--- src/rtc_backup_pkg.sv ---
// Package holding offsets, reset values and field layouts of the RTC backup register bank.
// Assumes a 32-bit AHB-Lite slave with one aligned word per register.
package rtc_backup_pkg;

  // Printed offsets are register indices; byte address is four times the index.
  localparam logic [7:0]  TRIM_IDX        = 8'h15;
  localparam logic [7:0]  CFG_VALID_IDX   = 8'h16;
  localparam logic [7:0]  SCRATCH_ONE_IDX = 8'h17;
  localparam logic [7:0]  SCRATCH_TWO_IDX = 8'h18;
  localparam logic [7:0]  IRQ_STATUS_IDX  = 8'h20;
  localparam logic [7:0]  IRQ_MASK_IDX    = 8'h21;
  localparam logic [7:0]  EVENT_IDX       = 8'h22;

  localparam int          TRIM_WIDTH      = 6;
  localparam int          SCRATCH_WIDTH   = 8;
  localparam int          CFG_VALID_BIT   = 0;
  localparam int          EVENT_COUNT     = 3;

  localparam logic [5:0]  TRIM_RESET      = 6'h27;
  localparam logic [7:0]  SCRATCH_RESET   = 8'h00;
  localparam logic        CFG_RESET       = 1'b0;
  localparam logic [2:0]  IRQ_RESET       = 3'h0;

  // Event bit positions in the status and mask registers.
  localparam int          EV_MANUAL_RESET = 0;
  localparam int          EV_BATTERY_POR  = 1;
  localparam int          EV_CFG_SET      = 2;

  localparam logic [31:0] READ_ZERO       = 32'h0000_0000;

endpackage

--- src/rtc_trim_status_backup_regs.sv ---
// Operation
// - Six-bit oscillator trim, resets to 0x27.
// - Config-valid flag: writing one sets, zero keeps.
// - Manual reset or battery POR clears flag.
// - Two plain eight-bit scratch bytes, reset zero.
// - Scratch bytes hold while supply rail is up.
// - Only full reset restores reset values.
//
// This file holds the RTC trim, config-valid and scratch register bank behind AHB-Lite.
// It assumes rst_n_in is the full reset of the always-on domain and event pins are asynchronous.
`timescale 1ns/1ps

module rtc_trim_status_backup_regs #(
  parameter int ADDR_WIDTH = 12
) (
  input  wire logic                  clk_in,
  input  wire logic                  rst_n_in,
  input  wire logic                  hsel_in,
  input  wire logic [ADDR_WIDTH-1:0] haddr_in,
  input  wire logic [1:0]            htrans_in,
  input  wire logic                  hwrite_in,
  input  wire logic [2:0]            hsize_in,
  input  wire logic [31:0]           hwdata_in,
  input  wire logic                  hready_in,
  output logic      [31:0]           hrdata_out,
  output logic                       hreadyout_out,
  output logic                       hresp_out,
  input  wire logic                  manual_reset_in,
  input  wire logic                  battery_por_in,
  output logic      [5:0]            osc_resistance_value_out,
  output logic                       rtc_config_valid_out,
  output logic                       irq_out
);

  logic [5:0]            osc_resistance_trim_reg;
  logic                  rtc_config_valid_reg;
  logic [7:0]            backup_scratch_one_reg;
  logic [7:0]            backup_scratch_two_reg;
  logic [2:0]            irq_status_reg;
  logic [2:0]            irq_mask_reg;
  logic                  wr_pending_reg;
  logic                  rd_pending_reg;
  logic [7:0]            index_reg;
  logic [1:0]            manual_sync_reg;
  logic [1:0]            por_sync_reg;
  logic                  manual_prev_reg;
  logic                  por_prev_reg;
  logic                  manual_event;
  logic                  por_event;
  logic                  clear_event;
  logic                  cfg_set_event;
  logic                  addr_phase;
  logic [7:0]            addr_index;
  logic                  write_trim;
  logic                  write_cfg;
  logic                  write_one;
  logic                  write_two;
  logic                  read_status;
  logic [2:0]            event_vector;
  logic [31:0]           rdata_next;

  // Address phase is taken on a selected NONSEQ or SEQ transfer while the bus is ready.
  assign addr_phase = hsel_in && htrans_in[1] && hready_in;
  assign addr_index = 8'(haddr_in[ADDR_WIDTH-1:2]);

  always_ff @(posedge clk_in or negedge rst_n_in) begin
    if (!rst_n_in) begin
      wr_pending_reg <= 1'b0;
      rd_pending_reg <= 1'b0;
      index_reg      <= 8'h00;
    end else if (hready_in) begin
      wr_pending_reg <= addr_phase && hwrite_in;
      rd_pending_reg <= addr_phase && !hwrite_in;
      index_reg      <= addr_index;
    end
  end

  // The slave never stalls and always answers OKAY.
  assign hreadyout_out = 1'b1;
  assign hresp_out     = 1'b0;

  assign write_trim = wr_pending_reg && (index_reg == rtc_backup_pkg::TRIM_IDX);
  assign write_cfg  = wr_pending_reg && (index_reg == rtc_backup_pkg::CFG_VALID_IDX);
  assign write_one  = wr_pending_reg && (index_reg == rtc_backup_pkg::SCRATCH_ONE_IDX);
  assign write_two  = wr_pending_reg && (index_reg == rtc_backup_pkg::SCRATCH_TWO_IDX);
  assign read_status = addr_phase && !hwrite_in
                       && (addr_index == rtc_backup_pkg::IRQ_STATUS_IDX);

  // Event pins come from outside the clock domain and pass two flip-flops first.
  always_ff @(posedge clk_in or negedge rst_n_in) begin
    if (!rst_n_in) begin
      manual_sync_reg <= 2'b00;
      por_sync_reg    <= 2'b00;
      manual_prev_reg <= 1'b0;
      por_prev_reg    <= 1'b0;
    end else begin
      manual_sync_reg <= {manual_sync_reg[0], manual_reset_in};
      por_sync_reg    <= {por_sync_reg[0], battery_por_in};
      manual_prev_reg <= manual_sync_reg[1];
      por_prev_reg    <= por_sync_reg[1];
    end
  end

  assign manual_event  = manual_sync_reg[1] && !manual_prev_reg;
  assign por_event     = por_sync_reg[1] && !por_prev_reg;
  assign clear_event   = manual_sync_reg[1] || por_sync_reg[1];
  assign cfg_set_event = write_cfg && hwdata_in[rtc_backup_pkg::CFG_VALID_BIT]
                         && !rtc_config_valid_reg && !clear_event;

  // Only the full reset returns the bank to its reset values.
  always_ff @(posedge clk_in or negedge rst_n_in) begin
    if (!rst_n_in) begin
      osc_resistance_trim_reg <= rtc_backup_pkg::TRIM_RESET;
    end else if (write_trim) begin
      osc_resistance_trim_reg <= hwdata_in[rtc_backup_pkg::TRIM_WIDTH-1:0];
    end
  end

  // The reset request holds the flag clear and wins over a software set.
  always_ff @(posedge clk_in or negedge rst_n_in) begin
    if (!rst_n_in) begin
      rtc_config_valid_reg <= rtc_backup_pkg::CFG_RESET;
    end else if (clear_event) begin
      rtc_config_valid_reg <= 1'b0;
    end else if (write_cfg && hwdata_in[rtc_backup_pkg::CFG_VALID_BIT]) begin
      rtc_config_valid_reg <= 1'b1;
    end
  end

  // Scratch bytes are kept across host power-down; nothing but a write or the full reset changes them.
  always_ff @(posedge clk_in or negedge rst_n_in) begin
    if (!rst_n_in) begin
      backup_scratch_one_reg <= rtc_backup_pkg::SCRATCH_RESET;
      backup_scratch_two_reg <= rtc_backup_pkg::SCRATCH_RESET;
    end else begin
      if (write_one) begin
        backup_scratch_one_reg <= hwdata_in[rtc_backup_pkg::SCRATCH_WIDTH-1:0];
      end
      if (write_two) begin
        backup_scratch_two_reg <= hwdata_in[rtc_backup_pkg::SCRATCH_WIDTH-1:0];
      end
    end
  end

  assign event_vector = {cfg_set_event, por_event, manual_event};

  // Sticky status cleared by a read; a new event in the same cycle wins.
  always_ff @(posedge clk_in or negedge rst_n_in) begin
    if (!rst_n_in) begin
      irq_status_reg <= rtc_backup_pkg::IRQ_RESET;
    end else if (read_status) begin
      irq_status_reg <= event_vector;
    end else begin
      irq_status_reg <= irq_status_reg | event_vector;
    end
  end

  always_ff @(posedge clk_in or negedge rst_n_in) begin
    if (!rst_n_in) begin
      irq_mask_reg <= rtc_backup_pkg::IRQ_RESET;
    end else if (wr_pending_reg && (index_reg == rtc_backup_pkg::IRQ_MASK_IDX)) begin
      irq_mask_reg <= hwdata_in[rtc_backup_pkg::EVENT_COUNT-1:0];
    end
  end

  assign irq_out = |(irq_status_reg & irq_mask_reg);

  // Read data is registered at the address phase; unused bits read as zero.
  always_comb begin
    rdata_next = rtc_backup_pkg::READ_ZERO;
    unique case (addr_index)
      rtc_backup_pkg::TRIM_IDX: begin
        rdata_next[5:0] = osc_resistance_trim_reg;
      end
      rtc_backup_pkg::CFG_VALID_IDX: begin
        rdata_next[0] = rtc_config_valid_reg;
      end
      rtc_backup_pkg::SCRATCH_ONE_IDX: begin
        rdata_next[7:0] = backup_scratch_one_reg;
      end
      rtc_backup_pkg::SCRATCH_TWO_IDX: begin
        rdata_next[7:0] = backup_scratch_two_reg;
      end
      rtc_backup_pkg::IRQ_STATUS_IDX: begin
        rdata_next[2:0] = irq_status_reg;
      end
      rtc_backup_pkg::IRQ_MASK_IDX: begin
        rdata_next[2:0] = irq_mask_reg;
      end
      default: begin
        rdata_next = rtc_backup_pkg::READ_ZERO;
      end
    endcase
  end

  always_ff @(posedge clk_in or negedge rst_n_in) begin
    if (!rst_n_in) begin
      hrdata_out <= rtc_backup_pkg::READ_ZERO;
    end else if (addr_phase && !hwrite_in) begin
      hrdata_out <= rdata_next;
    end
  end

  assign osc_resistance_value_out = osc_resistance_trim_reg;
  assign rtc_config_valid_out     = rtc_config_valid_reg;

  a_trim_reset_value: assert property (@(posedge clk_in)
    $rose(rst_n_in) |-> osc_resistance_trim_reg == rtc_backup_pkg::TRIM_RESET)
    else $error("Trim did not start at its reset value.");

  a_trim_write_lands: assert property (@(posedge clk_in) disable iff (!rst_n_in)
    write_trim |=> osc_resistance_trim_reg == $past(hwdata_in[5:0]))
    else $error("Trim write did not take effect.");

  a_cfg_zero_keeps: assert property (@(posedge clk_in) disable iff (!rst_n_in)
    (write_cfg && !hwdata_in[0] && !clear_event) |=> $stable(rtc_config_valid_reg))
    else $error("Writing zero changed the config-valid flag.");

  a_cfg_one_sets: assert property (@(posedge clk_in) disable iff (!rst_n_in)
    (write_cfg && hwdata_in[0] && !clear_event) |=> rtc_config_valid_reg)
    else $error("Writing one did not set the config-valid flag.");

  a_cfg_clear_event: assert property (@(posedge clk_in) disable iff (!rst_n_in)
    $rose(manual_sync_reg[1]) || $rose(por_sync_reg[1]) |=> !rtc_config_valid_reg)
    else $error("Reset event did not clear the config-valid flag.");

  a_scratch_holds: assert property (@(posedge clk_in) disable iff (!rst_n_in)
    !write_one ##1 !write_one |-> $stable(backup_scratch_one_reg))
    else $error("Scratch byte one changed without a write.");

  a_scratch_write: assert property (@(posedge clk_in) disable iff (!rst_n_in)
    write_two |=> backup_scratch_two_reg == $past(hwdata_in[7:0]))
    else $error("Scratch byte two write did not take effect.");

  a_upper_bits_zero: assert property (@(posedge clk_in) disable iff (!rst_n_in)
    (addr_phase && !hwrite_in && addr_index == rtc_backup_pkg::CFG_VALID_IDX)
    |=> hrdata_out[31:1] == 31'h0000_0000)
    else $error("Unused config-valid bits did not read as zero.");

  a_scratch_reset: assert property (@(posedge clk_in)
    $rose(rst_n_in) |-> backup_scratch_one_reg == 8'h00 && !rtc_config_valid_reg)
    else $error("Full reset did not restore the bank.");

  a_trim_holds_idle: assert property (@(posedge clk_in) disable iff (!rst_n_in)
    !write_trim |=> $stable(osc_resistance_trim_reg))
    else $error("Trim changed without a write.");

  // Read data in each data phase matches the register at its address phase.
  a_trim_read_data: assert property (@(posedge clk_in) disable iff (!rst_n_in)
    (rd_pending_reg && index_reg == rtc_backup_pkg::TRIM_IDX)
    |-> hrdata_out == {26'h000_0000, $past(osc_resistance_trim_reg)})
    else $error("Trim read data was wrong.");

  a_cfg_read_data: assert property (@(posedge clk_in) disable iff (!rst_n_in)
    (rd_pending_reg && index_reg == rtc_backup_pkg::CFG_VALID_IDX)
    |-> hrdata_out == {31'h0000_0000, $past(rtc_config_valid_reg)})
    else $error("Config-valid read data was wrong.");

  a_scratch_one_read: assert property (@(posedge clk_in) disable iff (!rst_n_in)
    (rd_pending_reg && index_reg == rtc_backup_pkg::SCRATCH_ONE_IDX)
    |-> hrdata_out == {24'h00_0000, $past(backup_scratch_one_reg)})
    else $error("Scratch byte one read data was wrong.");

  a_scratch_two_read: assert property (@(posedge clk_in) disable iff (!rst_n_in)
    (rd_pending_reg && index_reg == rtc_backup_pkg::SCRATCH_TWO_IDX)
    |-> hrdata_out == {24'h00_0000, $past(backup_scratch_two_reg)})
    else $error("Scratch byte two read data was wrong.");

  a_status_read_data: assert property (@(posedge clk_in) disable iff (!rst_n_in)
    (rd_pending_reg && index_reg == rtc_backup_pkg::IRQ_STATUS_IDX)
    |-> hrdata_out == {29'h0000_0000, $past(irq_status_reg)})
    else $error("Status read data was wrong.");

  a_mask_read_data: assert property (@(posedge clk_in) disable iff (!rst_n_in)
    (rd_pending_reg && index_reg == rtc_backup_pkg::IRQ_MASK_IDX)
    |-> hrdata_out == {29'h0000_0000, $past(irq_mask_reg)})
    else $error("Mask read data was wrong.");

  a_cfg_clear_holds: assert property (@(posedge clk_in) disable iff (!rst_n_in)
    clear_event |=> !rtc_config_valid_reg)
    else $error("Config-valid flag set while a reset request was active.");

  a_cfg_no_fall: assert property (@(posedge clk_in) disable iff (!rst_n_in)
    !clear_event |=> !$fell(rtc_config_valid_reg))
    else $error("Config-valid flag fell without a reset request.");

  a_cfg_rise_write: assert property (@(posedge clk_in) disable iff (!rst_n_in)
    $rose(rtc_config_valid_reg) |-> $past(write_cfg) && $past(hwdata_in[0]))
    else $error("Config-valid flag rose without a write of one.");

  a_scratch_one_write: assert property (@(posedge clk_in) disable iff (!rst_n_in)
    write_one |=> backup_scratch_one_reg == $past(hwdata_in[7:0]))
    else $error("Scratch byte one write did not take effect.");

  a_scratch_two_holds: assert property (@(posedge clk_in) disable iff (!rst_n_in)
    !write_two |=> $stable(backup_scratch_two_reg))
    else $error("Scratch byte two changed without a write.");

  // Status bits follow their events and clear only on a read.
  a_status_read_clear: assert property (@(posedge clk_in) disable iff (!rst_n_in)
    read_status |=> irq_status_reg == $past(event_vector))
    else $error("Status read did not clear the sticky bits.");

  a_status_sticky: assert property (@(posedge clk_in) disable iff (!rst_n_in)
    !read_status |=> (irq_status_reg & $past(irq_status_reg)) == $past(irq_status_reg))
    else $error("Status bit cleared without a read.");

  a_manual_event_sets: assert property (@(posedge clk_in) disable iff (!rst_n_in)
    manual_event |=> irq_status_reg[rtc_backup_pkg::EV_MANUAL_RESET])
    else $error("Manual reset event did not set its status bit.");

  a_por_event_sets: assert property (@(posedge clk_in) disable iff (!rst_n_in)
    por_event |=> irq_status_reg[rtc_backup_pkg::EV_BATTERY_POR])
    else $error("Battery reset event did not set its status bit.");

  a_cfg_event_sets: assert property (@(posedge clk_in) disable iff (!rst_n_in)
    cfg_set_event |=> irq_status_reg[rtc_backup_pkg::EV_CFG_SET] && rtc_config_valid_reg)
    else $error("Software set did not raise the flag and its status bit.");

  a_mask_write_lands: assert property (@(posedge clk_in) disable iff (!rst_n_in)
    (wr_pending_reg && index_reg == rtc_backup_pkg::IRQ_MASK_IDX)
    |=> irq_mask_reg == $past(hwdata_in[2:0]))
    else $error("Mask write did not take effect.");

  a_manual_two_flops: assert property (@(posedge clk_in) disable iff (!rst_n_in)
    $rose(manual_sync_reg[1]) |-> $past(manual_reset_in, 2))
    else $error("Manual reset pin was not synchronised through two stages.");

  a_por_two_flops: assert property (@(posedge clk_in) disable iff (!rst_n_in)
    $rose(por_sync_reg[1]) |-> $past(battery_por_in, 2))
    else $error("Battery reset pin was not synchronised through two stages.");

  c_cfg_set: cover property (@(posedge clk_in) disable iff (!rst_n_in)
    $rose(rtc_config_valid_reg));
  c_cfg_cleared: cover property (@(posedge clk_in) disable iff (!rst_n_in)
    $fell(rtc_config_valid_reg));
  c_irq_raised: cover property (@(posedge clk_in) disable iff (!rst_n_in)
    $rose(irq_out));
  c_scratch_write: cover property (@(posedge clk_in) disable iff (!rst_n_in)
    write_one ##1 write_two);
  c_por_event: cover property (@(posedge clk_in) disable iff (!rst_n_in)
    por_event);

endmodule

--- config.mk ---
export PLATFORM = sky130hd
export DESIGN_NAME = rtc_trim_status_backup_regs
export DESIGN_NICKNAME = d
export VERILOG_FILES = /design/src/rtc_backup_pkg.sv /design/src/rtc_trim_status_backup_regs.sv
export SDC_FILE = /design/constraint.sdc
export NUM_CORES = 1
export LEC_CHECK = 0
export BUFFER_PORTS_ARGS = -buffer_cell sky130_fd_sc_hd__buf_2
export CAP_MARGIN = 20
export CORE_ASPECT_RATIO = 2
export CORE_UTILIZATION = 25
export CTS_CLUSTER_SIZE = 20
export DETAILED_ROUTE_END_ITERATION = 16
export PLACE_DENSITY = 0.44
export SYNTH_ARGS = -nofsm -noshare
export SYNTH_HDL_FRONTEND = slang
export SYNTH_SLANG_ARGS = --single-unit
--- constraint.sdc ---
create_clock -name clk_in -period 2.07 [get_ports clk_in]
set_input_delay 0.1035 -clock clk_in [delete_from_list [all_inputs] [get_ports clk_in]]
set_output_delay 0.1035 -clock clk_in [all_outputs]
set_load 0.01 [all_outputs]
==> impl_metrics.json, run 1 <==
{
  "status": "completed",
  "die_y_um": 143,
  "post_cts_buffers": 0,
  "n_fill_cell": 1038,
  "hold_viol_final": 0,
  "synthFlopType": "dfrtp_1",
  "io_pins": 98,
  "worstPathArrival_ns": 1.95,
  "port_buffers": 39,
  "synth_cell_type_count": 36,
  "slew_viol_final": 0,
  "avgSynthCellArea_sq_um": 12.2,
  "cts_resized": 0,
  "crit_required_ns": 2.25,
  "vias": 1613,
  "start_util_pct": 25.5,
  "routed_wirelength_mm": 5.54,
  "timing.critical_path.buf_inv": 0,
  "ys_seq_area_share_pct": 52.7,
  "first_pass_iters": 4,
  "die_w_um": 72.4,
  "vias_per_cell": 4.26,
  "vdd_drop_max_mv": 0.352,
  "final_common_cell": "dfrtp_1",
  "clk_latency_ns": 0.29,
  "max_stage_delay_ns": 0.42,
  "post-route-util_pct": 30.2,
  "setup-violations-final": 0,
  "cts.path.max_buffers": 2,
  "area.growth.synth_to_final_pct": 18.2,
  "dieArea_sq_um": 10300,
  "holdCritPathClass": "in2reg",
  "fin_crit_ns": 1.77,
  "timing.final.crit_share_pct": 85.6,
  "worst_pin_slew_ns": 0.531,
  "path_max_fanout": 6,
  "crit_family": "simple AND/OR/NAND/NOR gates",
  "num_rows": 51,
  "crit_type": "reg2reg",
  "clock-root-buffer": "clkbuf_16",
  "ys_async_sr_fraction_pct": 100,
  "cellPowerDensity_nw_per_um2": 797,
  "fmax_ghz": 0.565,
  "cp-end-kind": "register",
  "crit_slowest_cell": "dfrtp_1",
  "synth-edff-count": 0,
  "drive_gt1_share_pct": 38.9,
  "crit_chain": "nor4b_4 > and3_4 > and3b_2 > mux2_2",
  "drt_iter0_drc": 37,
  "fin_worst_skew_ns": 0.00339,
  "clock_sinks": 52,
  "gr-total-overflow": 0,
  "ant_nets": 0,
  "num_antenna_cells": 0,
  "syn_area_sq_um": 2480,
  "core-area_sq_um": 9700,
  "drc": 0,
  "yosys_register_bits": 52,
  "rsz0062_at_grt": "no",
  "slew_headroom_pct": 64.3,
  "htree_levels": 2,
  "layout_common_cells": "dfrtp_1 (48), buf_2 (39), mux2_2 (36)",
  "yosysWarnings": 0,
  "syn_inst": 203,
  "globalplace.congestion": 0.749,
  "grt_usage_pct": 11.6,
  "maxCapViolCount": 0,
  "final.setup.tns_ns": 0,
  "antenna_found_initial": 0,
  "wl_per_cell_um": 14.6,
  "hold_buffers": 3,
  "cts-buffers-inserted": 5,
  "grt_max_degree": 21,
  "hpwlAfterDp_mm": 4.35,
  "first_global_vias": 1646,
  "clkSlewWorstSetupHoldPaths_ns": 0.07,
  "grt_pass1_wl_mm": 8.78,
  "p_leak_uw": 0.00134,
  "fin_nets": 302,
  "cts_tree": "yes",
  "startpoint_type": "register"
}
## worst paths after layout
| check | end | cells after the start | start | slack [ns] |
|---|---|---|---|---|
| max reg2reg | osc_resistance_value_out[4] | 4 | index_reg[5] | 0.30 |
| max | osc_resistance_value_out[4] | 4 | index_reg[5] | 0.30 |
| min | backup_scratch_two_reg[7] | 2 | hwdata_in[7] | 0.05 |
| min in group asynchronous | index_reg[5] | 2 | rst_n_in | 0.29 |
| max in group asynchronous | osc_resistance_value_out[5] | 3 | rst_n_in | 1.12 |
| min reg2reg | manual_sync_reg[1] | 0 | manual_sync_reg[0] | 0.35 |
## final cells by class
class	count	area, sq um	share of cell area (%)
Sequential cell	52	1310	44.6
Inverter	4	15.0	0.513
Clock buffer	7	153	5.21
Clock inverter	1	30.0	1.03
Tap cell	132	165	5.64
Multi-Input combinational cell	139	1020	34.8
Timing Repair Buffer	44	240	8.20
## cell usage after synthesis (4+ instances only)
cell type	count	area (sq um)
nor2_1	8	30.0
mux2i_1	5	50.1
a31oi_1	7	43.8
o21ai_0	10	50.1
clkbuf_1	4	15.0
dfrtp_1	48	1200
dfstp_2	4	105
nand4_1	5	31.3
mux2_2	36	405
inv_1	4	15.0
nand2_1	10	37.5
and3_1	5	31.3
buf_4	26	195
## routing by layer
layer  track usage [%]  part of all wire, %  vias up
met5                 0                    0        -
met4              6.81                  3.3        0
met3              2.05                  3.9       10
met2              20.4                   54       53
met1              12.6                   39      790
li1                  -                    -      760
## logic make-up after synthesis
family / count (synthesis) / share of synthesized area, %
muxes: 41 / 18.4
DFF: 52 / 52.7
AOI/OAI and AO/OA: 24 / 6.01
buffers and inverters: 36 / 9.75
and+or+nand+nor: 48 / 12.8
other: 2 / 0.303
## per-stage QoR
step                power (uW)  hold WS [ns]  cells  setup slack [ns]  area [sq um]
floorplan                 1290        -0.192    227             0.416          2570
CTS                       2370        0.0522    379             0.270          2930
global route              2430        0.0596    379             0.230          2930
global placement          1350        0.0833    368             0.279          2720
detailed placement        1350        0.0877    368             0.287          2720
finish                    2330        0.0526    379             0.299          2930
## power by group
group | total [uW] | internal [uW] | switching (uW) | leakage [uW]
logic | 213 | 92.9 | 120 | 0.000627
registers | 1120 | 1080 | 42.9 | 0.000618
clock network | 1000 | 637 | 364 | 0.0000901
total | 2330 | 1810 | 527 | 0.00134
Power figures use the tool's default switching activity.
==> run 2: changes to the inputs <==
- BUFFER_PORTS_ARGS: -buffer_cell sky130_fd_sc_hd__buf_2 -> not set
- CORE_ASPECT_RATIO: 2 -> not set
- DONT_BUFFER_PORTS: not set -> 1
- PLACE_DENSITY: 0.44 -> 0.35
==> run 2 against run 1 <==
Effect of this change:
- core utilization increased by 0.25 points
- wire length is 6.5% higher
- maximum frequency down 2.6%
- critical path depth stayed put
- via count fell by 4.3%
- critical path type unchanged
- highest routed layer unchanged
==> impl_metrics.json, run 2 (synthesized netlist as in run 1, its figures left out) <==
{
  "crit_type": "reg2reg",
  "switching_power_uw": 510,
  "area.growth.synth_to_final_pct": 15.7,
  "cts_resized": 0,
  "layout_common_cells": "dfrtp_1 (48), mux2_2 (36), conb_1 (26)",
  "slew_headroom_pct": 51.9,
  "vias": 1543,
  "clk_latency_ns": 0.32,
  "rsz0062_at_grt": "no",
  "globalplace.congestion": 0.704,
  "start_util_pct": 26.3,
  "fin_worst_skew_ns": 0.0102,
  "worstPathArrival_ns": 2.02,
  "first_pass_iters": 4,
  "drive_gt1_share_pct": 24.8,
  "worst_pin_slew_ns": 0.714,
  "grt_usage_pct": 12.7,
  "timing.final.crit_share_pct": 87.8,
  "status": "completed",
  "slew_viol_final": 0,
  "p_comb_share_pct": 9.1,
  "power_frac_seq_pct": 55.4,
  "clock-root-buffer": "clkbuf_8",
  "wl_met1_mm": 3.04,
  "fin_crit_ns": 1.82,
  "pwr-share-clk_pct": 35.5,
  "die_w_um": 102,
  "die_y_um": 102,
  "setup-violations-final": 0,
  "swShare_pct": 24.9,
  "num_antenna_cells": 0,
  "route.met2.wl_mm": 2.52,
  "p_leak_uw": 0.00122,
  "core-area_sq_um": 9420,
  "hold-worst-slack_ns": 0.00912,
  "vdd_drop_max_mv": 0.235,
  "gr-total-overflow": 0,
  "cellPowerDensity_nw_per_um2": 713,
  "cts-buffers-inserted": 5,
  "wl_per_cell_um": 16.6,
  "power.internal_uw": 1530,
  "cts_tree": "yes",
  "grt_pass1_wl_mm": 9.49,
  "num_rows": 35,
  "maxCapViolCount": 0,
  "first_global_vias": 1656,
  "grt_max_degree": 53,
  "top_layer": "met4",
  "drt_iter0_drc": 47,
  "vias_per_cell": 4.35,
  "wl_met3_um": 277,
  "final.setup.tns_ns": 0,
  "io_pins": 98,
  "hold_viol_final": 0,
  "ant_nets": 0,
  "startpoint_type": "register",
  "clock_sinks": 52,
  "crit_required_ns": 2.27,
  "hpwlAfterDp_mm": 4.00,
  "final_common_cell": "dfrtp_1",
  "path_max_fanout": 6,
  "fin_nets": 281,
  "fmax_ghz": 0.550,
  "antenna_found_initial": 0,
  "hold_buffers": 23,
  "clkSlewWorstSetupHoldPaths_ns": 0.10,
  "port_buffers": 0,
  "holdCritPathClass": "in2reg",
  "routed_wirelength_mm": 5.90,
  "post_cts_buffers": 0,
  "cts.path.max_buffers": 2,
  "cp-end-kind": "register",
  "dieArea_sq_um": 10300,
  "n_fill_cell": 975,
  "drc": 0,
  "htree_levels": 2
}
run 2: cell count changes in the layout (fill, tap and decap cells not counted), sizes merged:
cell         before  now
clkbuf            7    5
dlygate4sd3       3   22
buf              41    1
clkinv            0    2
run 2: per-layer routing:
layer	GRT usage, %	vias to the layer above
li1	-	729
met1	18.2	756
met2	19.0	51
met3	2.83	7
met4	3.68	0
met5	0	-
run 2: worst max-delay path, cell delays in order (launching register included):
cell and delay (ns):
dfrtp_1 0.42, nor4b_4 0.32, and3_4 0.26, and3b_2 0.34
mux2_2 0.36
run 2: final cells by class:
cell class | instances | area, sq um | share of cell area, %
well taps | 129 | 161 | 5.63
clock buffers | 5 | 68.8 | 2.40
inverters | 4 | 15.0 | 0.524
repair buffers | 23 | 248 | 8.64
clock inverters | 3 | 47.5 | 1.66
multi-input cells | 139 | 1020 | 35.6
flip-flops and latches | 52 | 1310 | 45.6
run 2: worst paths after layout:
kind / from / to / slack (ns) / depth (start not counted)
worst max-delay path: index_reg[5] / osc_resistance_value_out[4] / 0.25 / 4
max in group asynchronous: rst_n_in / osc_resistance_value_out[1] / 1.48 / 2
min in group asynchronous: rst_n_in / por_prev_reg / 0.30 / 2
worst min register to register: por_sync_reg[0] / por_sync_reg[1] / 0.36 / 0
worst min-delay path: haddr_in[5] / hrdata_out[5] / 0.009 / 2
worst max register to register: index_reg[5] / osc_resistance_value_out[4] / 0.25 / 4
run 2: stage by stage:
stage | instance area, sq um | power, uW | std cells | setup WS (ns) | utilization, %
2_1_floorplan | 2570 | 1290 | 227 | 0.416 | -
3_3_place_gp | 2500 | 1270 | 324 | 0.238 | 26.6
3_5_place_dp | 2500 | 1270 | 324 | 0.235 | 26.6
4_1_cts | 2870 | 2080 | 355 | 0.215 | 30.4
5_1_grt | 2870 | 2160 | 355 | 0.161 | 30.4
6_report | 2870 | 2040 | 355 | 0.253 | 30.4
run 2: power groups by stage:
stage | Sequential, uW | Clock (uW) | Combinational, uW
2_1_floorplan | 1140 | 0 | 151
5_1_grt | 1140 | 807 | 211
3_3_place_gp | 1150 | 0 | 116
4_1_cts | 1130 | 758 | 190
3_5_place_dp | 1150 | 0 | 116
6_report | 1130 | 726 | 186
==> run 3: changes to the inputs <==
- ABC_AREA: not set -> 1
- CELL_PAD_IN_SITES_DETAIL_PLACEMENT: not set -> 0
- CELL_PAD_IN_SITES_GLOBAL_PLACEMENT: not set -> 1
- GPL_ROUTABILITY_DRIVEN: not set -> 0
- PLACE_DENSITY: 0.35 -> 0.46
==> run 3 against run 2 <==
Effect of this change:
- clock skew down 0.0071 ns
- setup slack better by 0.12 ns
- register-to-register slack improved by 0.21 ns
- combinational power grew 13%
- cell area is 0.17% higher
- maximum frequency increased by 7.4%
- worst hold slack better by 0.010 ns
- sequential cell count stayed put
- largest power group unchanged
==> impl_metrics.json, run 3 <==
{
  "status": "completed",
  "cts.path.max_buffers": 2,
  "vdd_drop_max_mv": 0.249,
  "clock_sinks": 52,
  "drc": 0,
  "rsz0062_at_grt": "no",
  "synthTopCellsByArea": "dfrtp_1 (48%), nand2_1 (11%), buf_4 (7.8%)",
  "htree_levels": 2,
  "synth-edff-count": 0,
  "ys_seq_area_share_pct": 52.2,
  "worst_pin_slew_ns": 0.664,
  "crit_type": "in2reg",
  "worstPathArrival_ns": 1.88,
  "drive_gt1_share_pct": 6.50,
  "swShare_pct": 27.1,
  "gr-total-overflow": 0,
  "cellPowerDensity_nw_per_um2": 669,
  "crit_chain": "dlygate4sd3_1 > nand3_1 > nor2_1 > buf_4 > inv_2 > o21ai_0 > o21ai_0",
  "yosys_register_bits": 52,
  "yosys.area.top_type": "dfrtp_1",
  "pwr-share-clk_pct": 29.1,
  "power_frac_seq_pct": 59.9,
  "startpoint_type": "input pin",
  "post_cts_buffers": 0,
  "io_pins": 98,
  "routed_wirelength_mm": 6.05,
  "power.internal_uw": 1400,
  "maxCapViolCount": 0,
  "grt_pass1_wl_mm": 9.87,
  "seq_area_sq_um": 1310,
  "vias_per_cell": 4.20,
  "start_util_pct": 25.7,
  "dp_slack_ns": 0.462,
  "grt_max_degree": 53,
  "multi_input_area_sq_um": 935,
  "setup_ws_ns": 0.377,
  "yosysTopAreaCellShare_pct": 48.0,
  "drt_iter0_drc": 68,
  "core-area_sq_um": 9730,
  "grt_usage_pct": 12.7,
  "hold_viol_final": 0,
  "switching_power_uw": 520,
  "fin_nets": 379,
  "crit_required_ns": 2.26,
  "cts-buffers-inserted": 5,
  "final.setup.tns_ns": 0,
  "p_leak_uw": 0.00140,
  "synth_most_common_cell": "nand2_1",
  "hpwlAfterDp_mm": 4.23,
  "synth_commonest_cells": "nand2_1 (71), dfrtp_1 (48), nand3_1 (38)",
  "synthFlopType": "dfrtp_1",
  "yosysWarnings": 0,
  "port_buffers": 0,
  "die_y_um": 102,
  "n_fill_cell": 1080,
  "crit_path_start": "hready_in",
  "wl_per_cell_um": 13.3,
  "syn_area_sq_um": 2500,
  "fmax_ghz": 0.591,
  "slew_viol_final": 0,
  "r2r-start": "index_reg[6]",
  "fin_worst_skew_ns": 0.00308,
  "area.growth.synth_to_final_pct": 14.8,
  "max_stage_delay_ns": 0.88,
  "ant_nets": 0,
  "clk_latency_ns": 0.30,
  "num_antenna_cells": 0,
  "setup-violations-final": 0,
  "first_global_vias": 1824,
  "p_comb_share_pct": 11.0,
  "clock-root-buffer": "clkbuf_8",
  "syn_inst": 300,
  "ys_async_sr_fraction_pct": 100,
  "layout_common_cells": "nand2_1 (71), dfrtp_1 (48), nand3_1 (38)",
  "avgSynthCellArea_sq_um": 8.34,
  "vias": 1913,
  "fin_crit_ns": 1.69,
  "timing.critical_path.buf_inv": 3,
  "crit_slowest_cell": "dlygate4sd3_1",
  "antenna_found_initial": 0,
  "synth_cell_type_count": 22,
  "slew_headroom_pct": 55.5,
  "worstHoldStart": "hwdata_in[0]",
  "final_common_cell": "nand2_1",
  "clkSlewWorstSetupHoldPaths_ns": 0.09,
  "num_rows": 36,
  "cts_tree": "yes",
  "cp-end-kind": "register",
  "die_w_um": 102,
  "holdCritPathClass": "in2reg",
  "crit_path_frequent_cell": "o21ai_0",
  "first_pass_iters": 4,
  "path_max_fanout": 18,
  "dieArea_sq_um": 10400,
  "crit_family": "buffers and inverters",
  "timing.final.crit_share_pct": 81.8
}
run 3: cell types whose count changed after synthesis, sizes merged, moves of 4 or more:
cell,change
buf,+5
a31oi,-4
nand4,-4
nor2,+13
nand2,+61
nand3,+36
and3,-6
mux2,-36
o21ai,+26
mux2i,-5
inv,+27
run 3: path summary, 6_finish.rpt:
path                                                to  slack [ns]  depth (start not counted)
setup / recovery                     irq_status_reg[2]        0.38                          7
hold / removal             osc_resistance_value_out[0]        0.02                          2
setup reg to reg           osc_resistance_value_out[1]        0.46                          5
hold reg to reg                     manual_sync_reg[1]        0.35                          0
max in group asynchronous  osc_resistance_value_out[2]        1.45                          2
min in group asynchronous                hrdata_out[3]        0.33                          2
run 3: power groups by stage:
stage          registers [uW]  logic, uW  clock network (uW)
5_1_grt                  1160        250                 628
3_5_place_dp             1170        147                   0
2_1_floorplan            1160        163                   0
3_3_place_gp             1170        147                   0
6_report                 1150        211                 558
4_1_cts                  1150        216                 593
run 3: worst reg2reg max path, delay by kind of cell (launching register included):
kind	cells	cell delay, ns
AOI/OAI and AO/OA	1	0.33
and+or+nand+nor	3	0.77
DFF	1	0.37
buffers and inverters	1	0.06
run 3: per-layer routing:
metal	wire length [um]	vias up	global-route usage [%]
met5	0	-	0
met4	78	0	3.63
met3	344	6	3.08
met2	2660	58	18.9
met1	2970	893	18.2
li1	-	956	-
run 3: final cells by class:
| cell class | instances | area share (%) |
|---|---|---|
| flip-flops and latches | 52 | 45.5 |
| multi-input cells | 207 | 32.5 |
| repair buffers | 26 | 9.41 |
| clock inverters | 1 | 0.174 |
| well taps | 133 | 5.80 |
| clock buffers | 6 | 2.53 |
| inverters | 31 | 4.05 |
run 3: cell families (layout without fill, tap and decap cells):
| family | count (synthesis) | count (layout) | share of synthesized area [%] |
|---|---|---|---|
| flops | 52 | 52 | 52.2 |
| buf+inv | 65 | 64 | 14.0 |
| compound gates | 44 | 44 | 9.10 |
| simple gates | 137 | 137 | 24.4 |
| other cells | 2 | 26 | 0.300 |
run 3: what timing repair did:
action,CTS,global route
resized for setup,0,0
hold endpoints to repair,85,0
hold buffers,23,0
run 3: per-stage QoR:
stage	cells	hold WS (ns)	total power [uW]	utilization (%)	area, sq um
2_1_floorplan	324	-0.192	1320	-	2590
3_3_place_gp	426	-0.191	1320	26.2	2550
3_5_place_dp	426	-0.191	1320	26.2	2550
4_1_cts	456	0.00623	1960	29.5	2870
5_1_grt	456	0.0123	2040	29.5	2870
6_report	456	0.0192	1920	29.5	2870
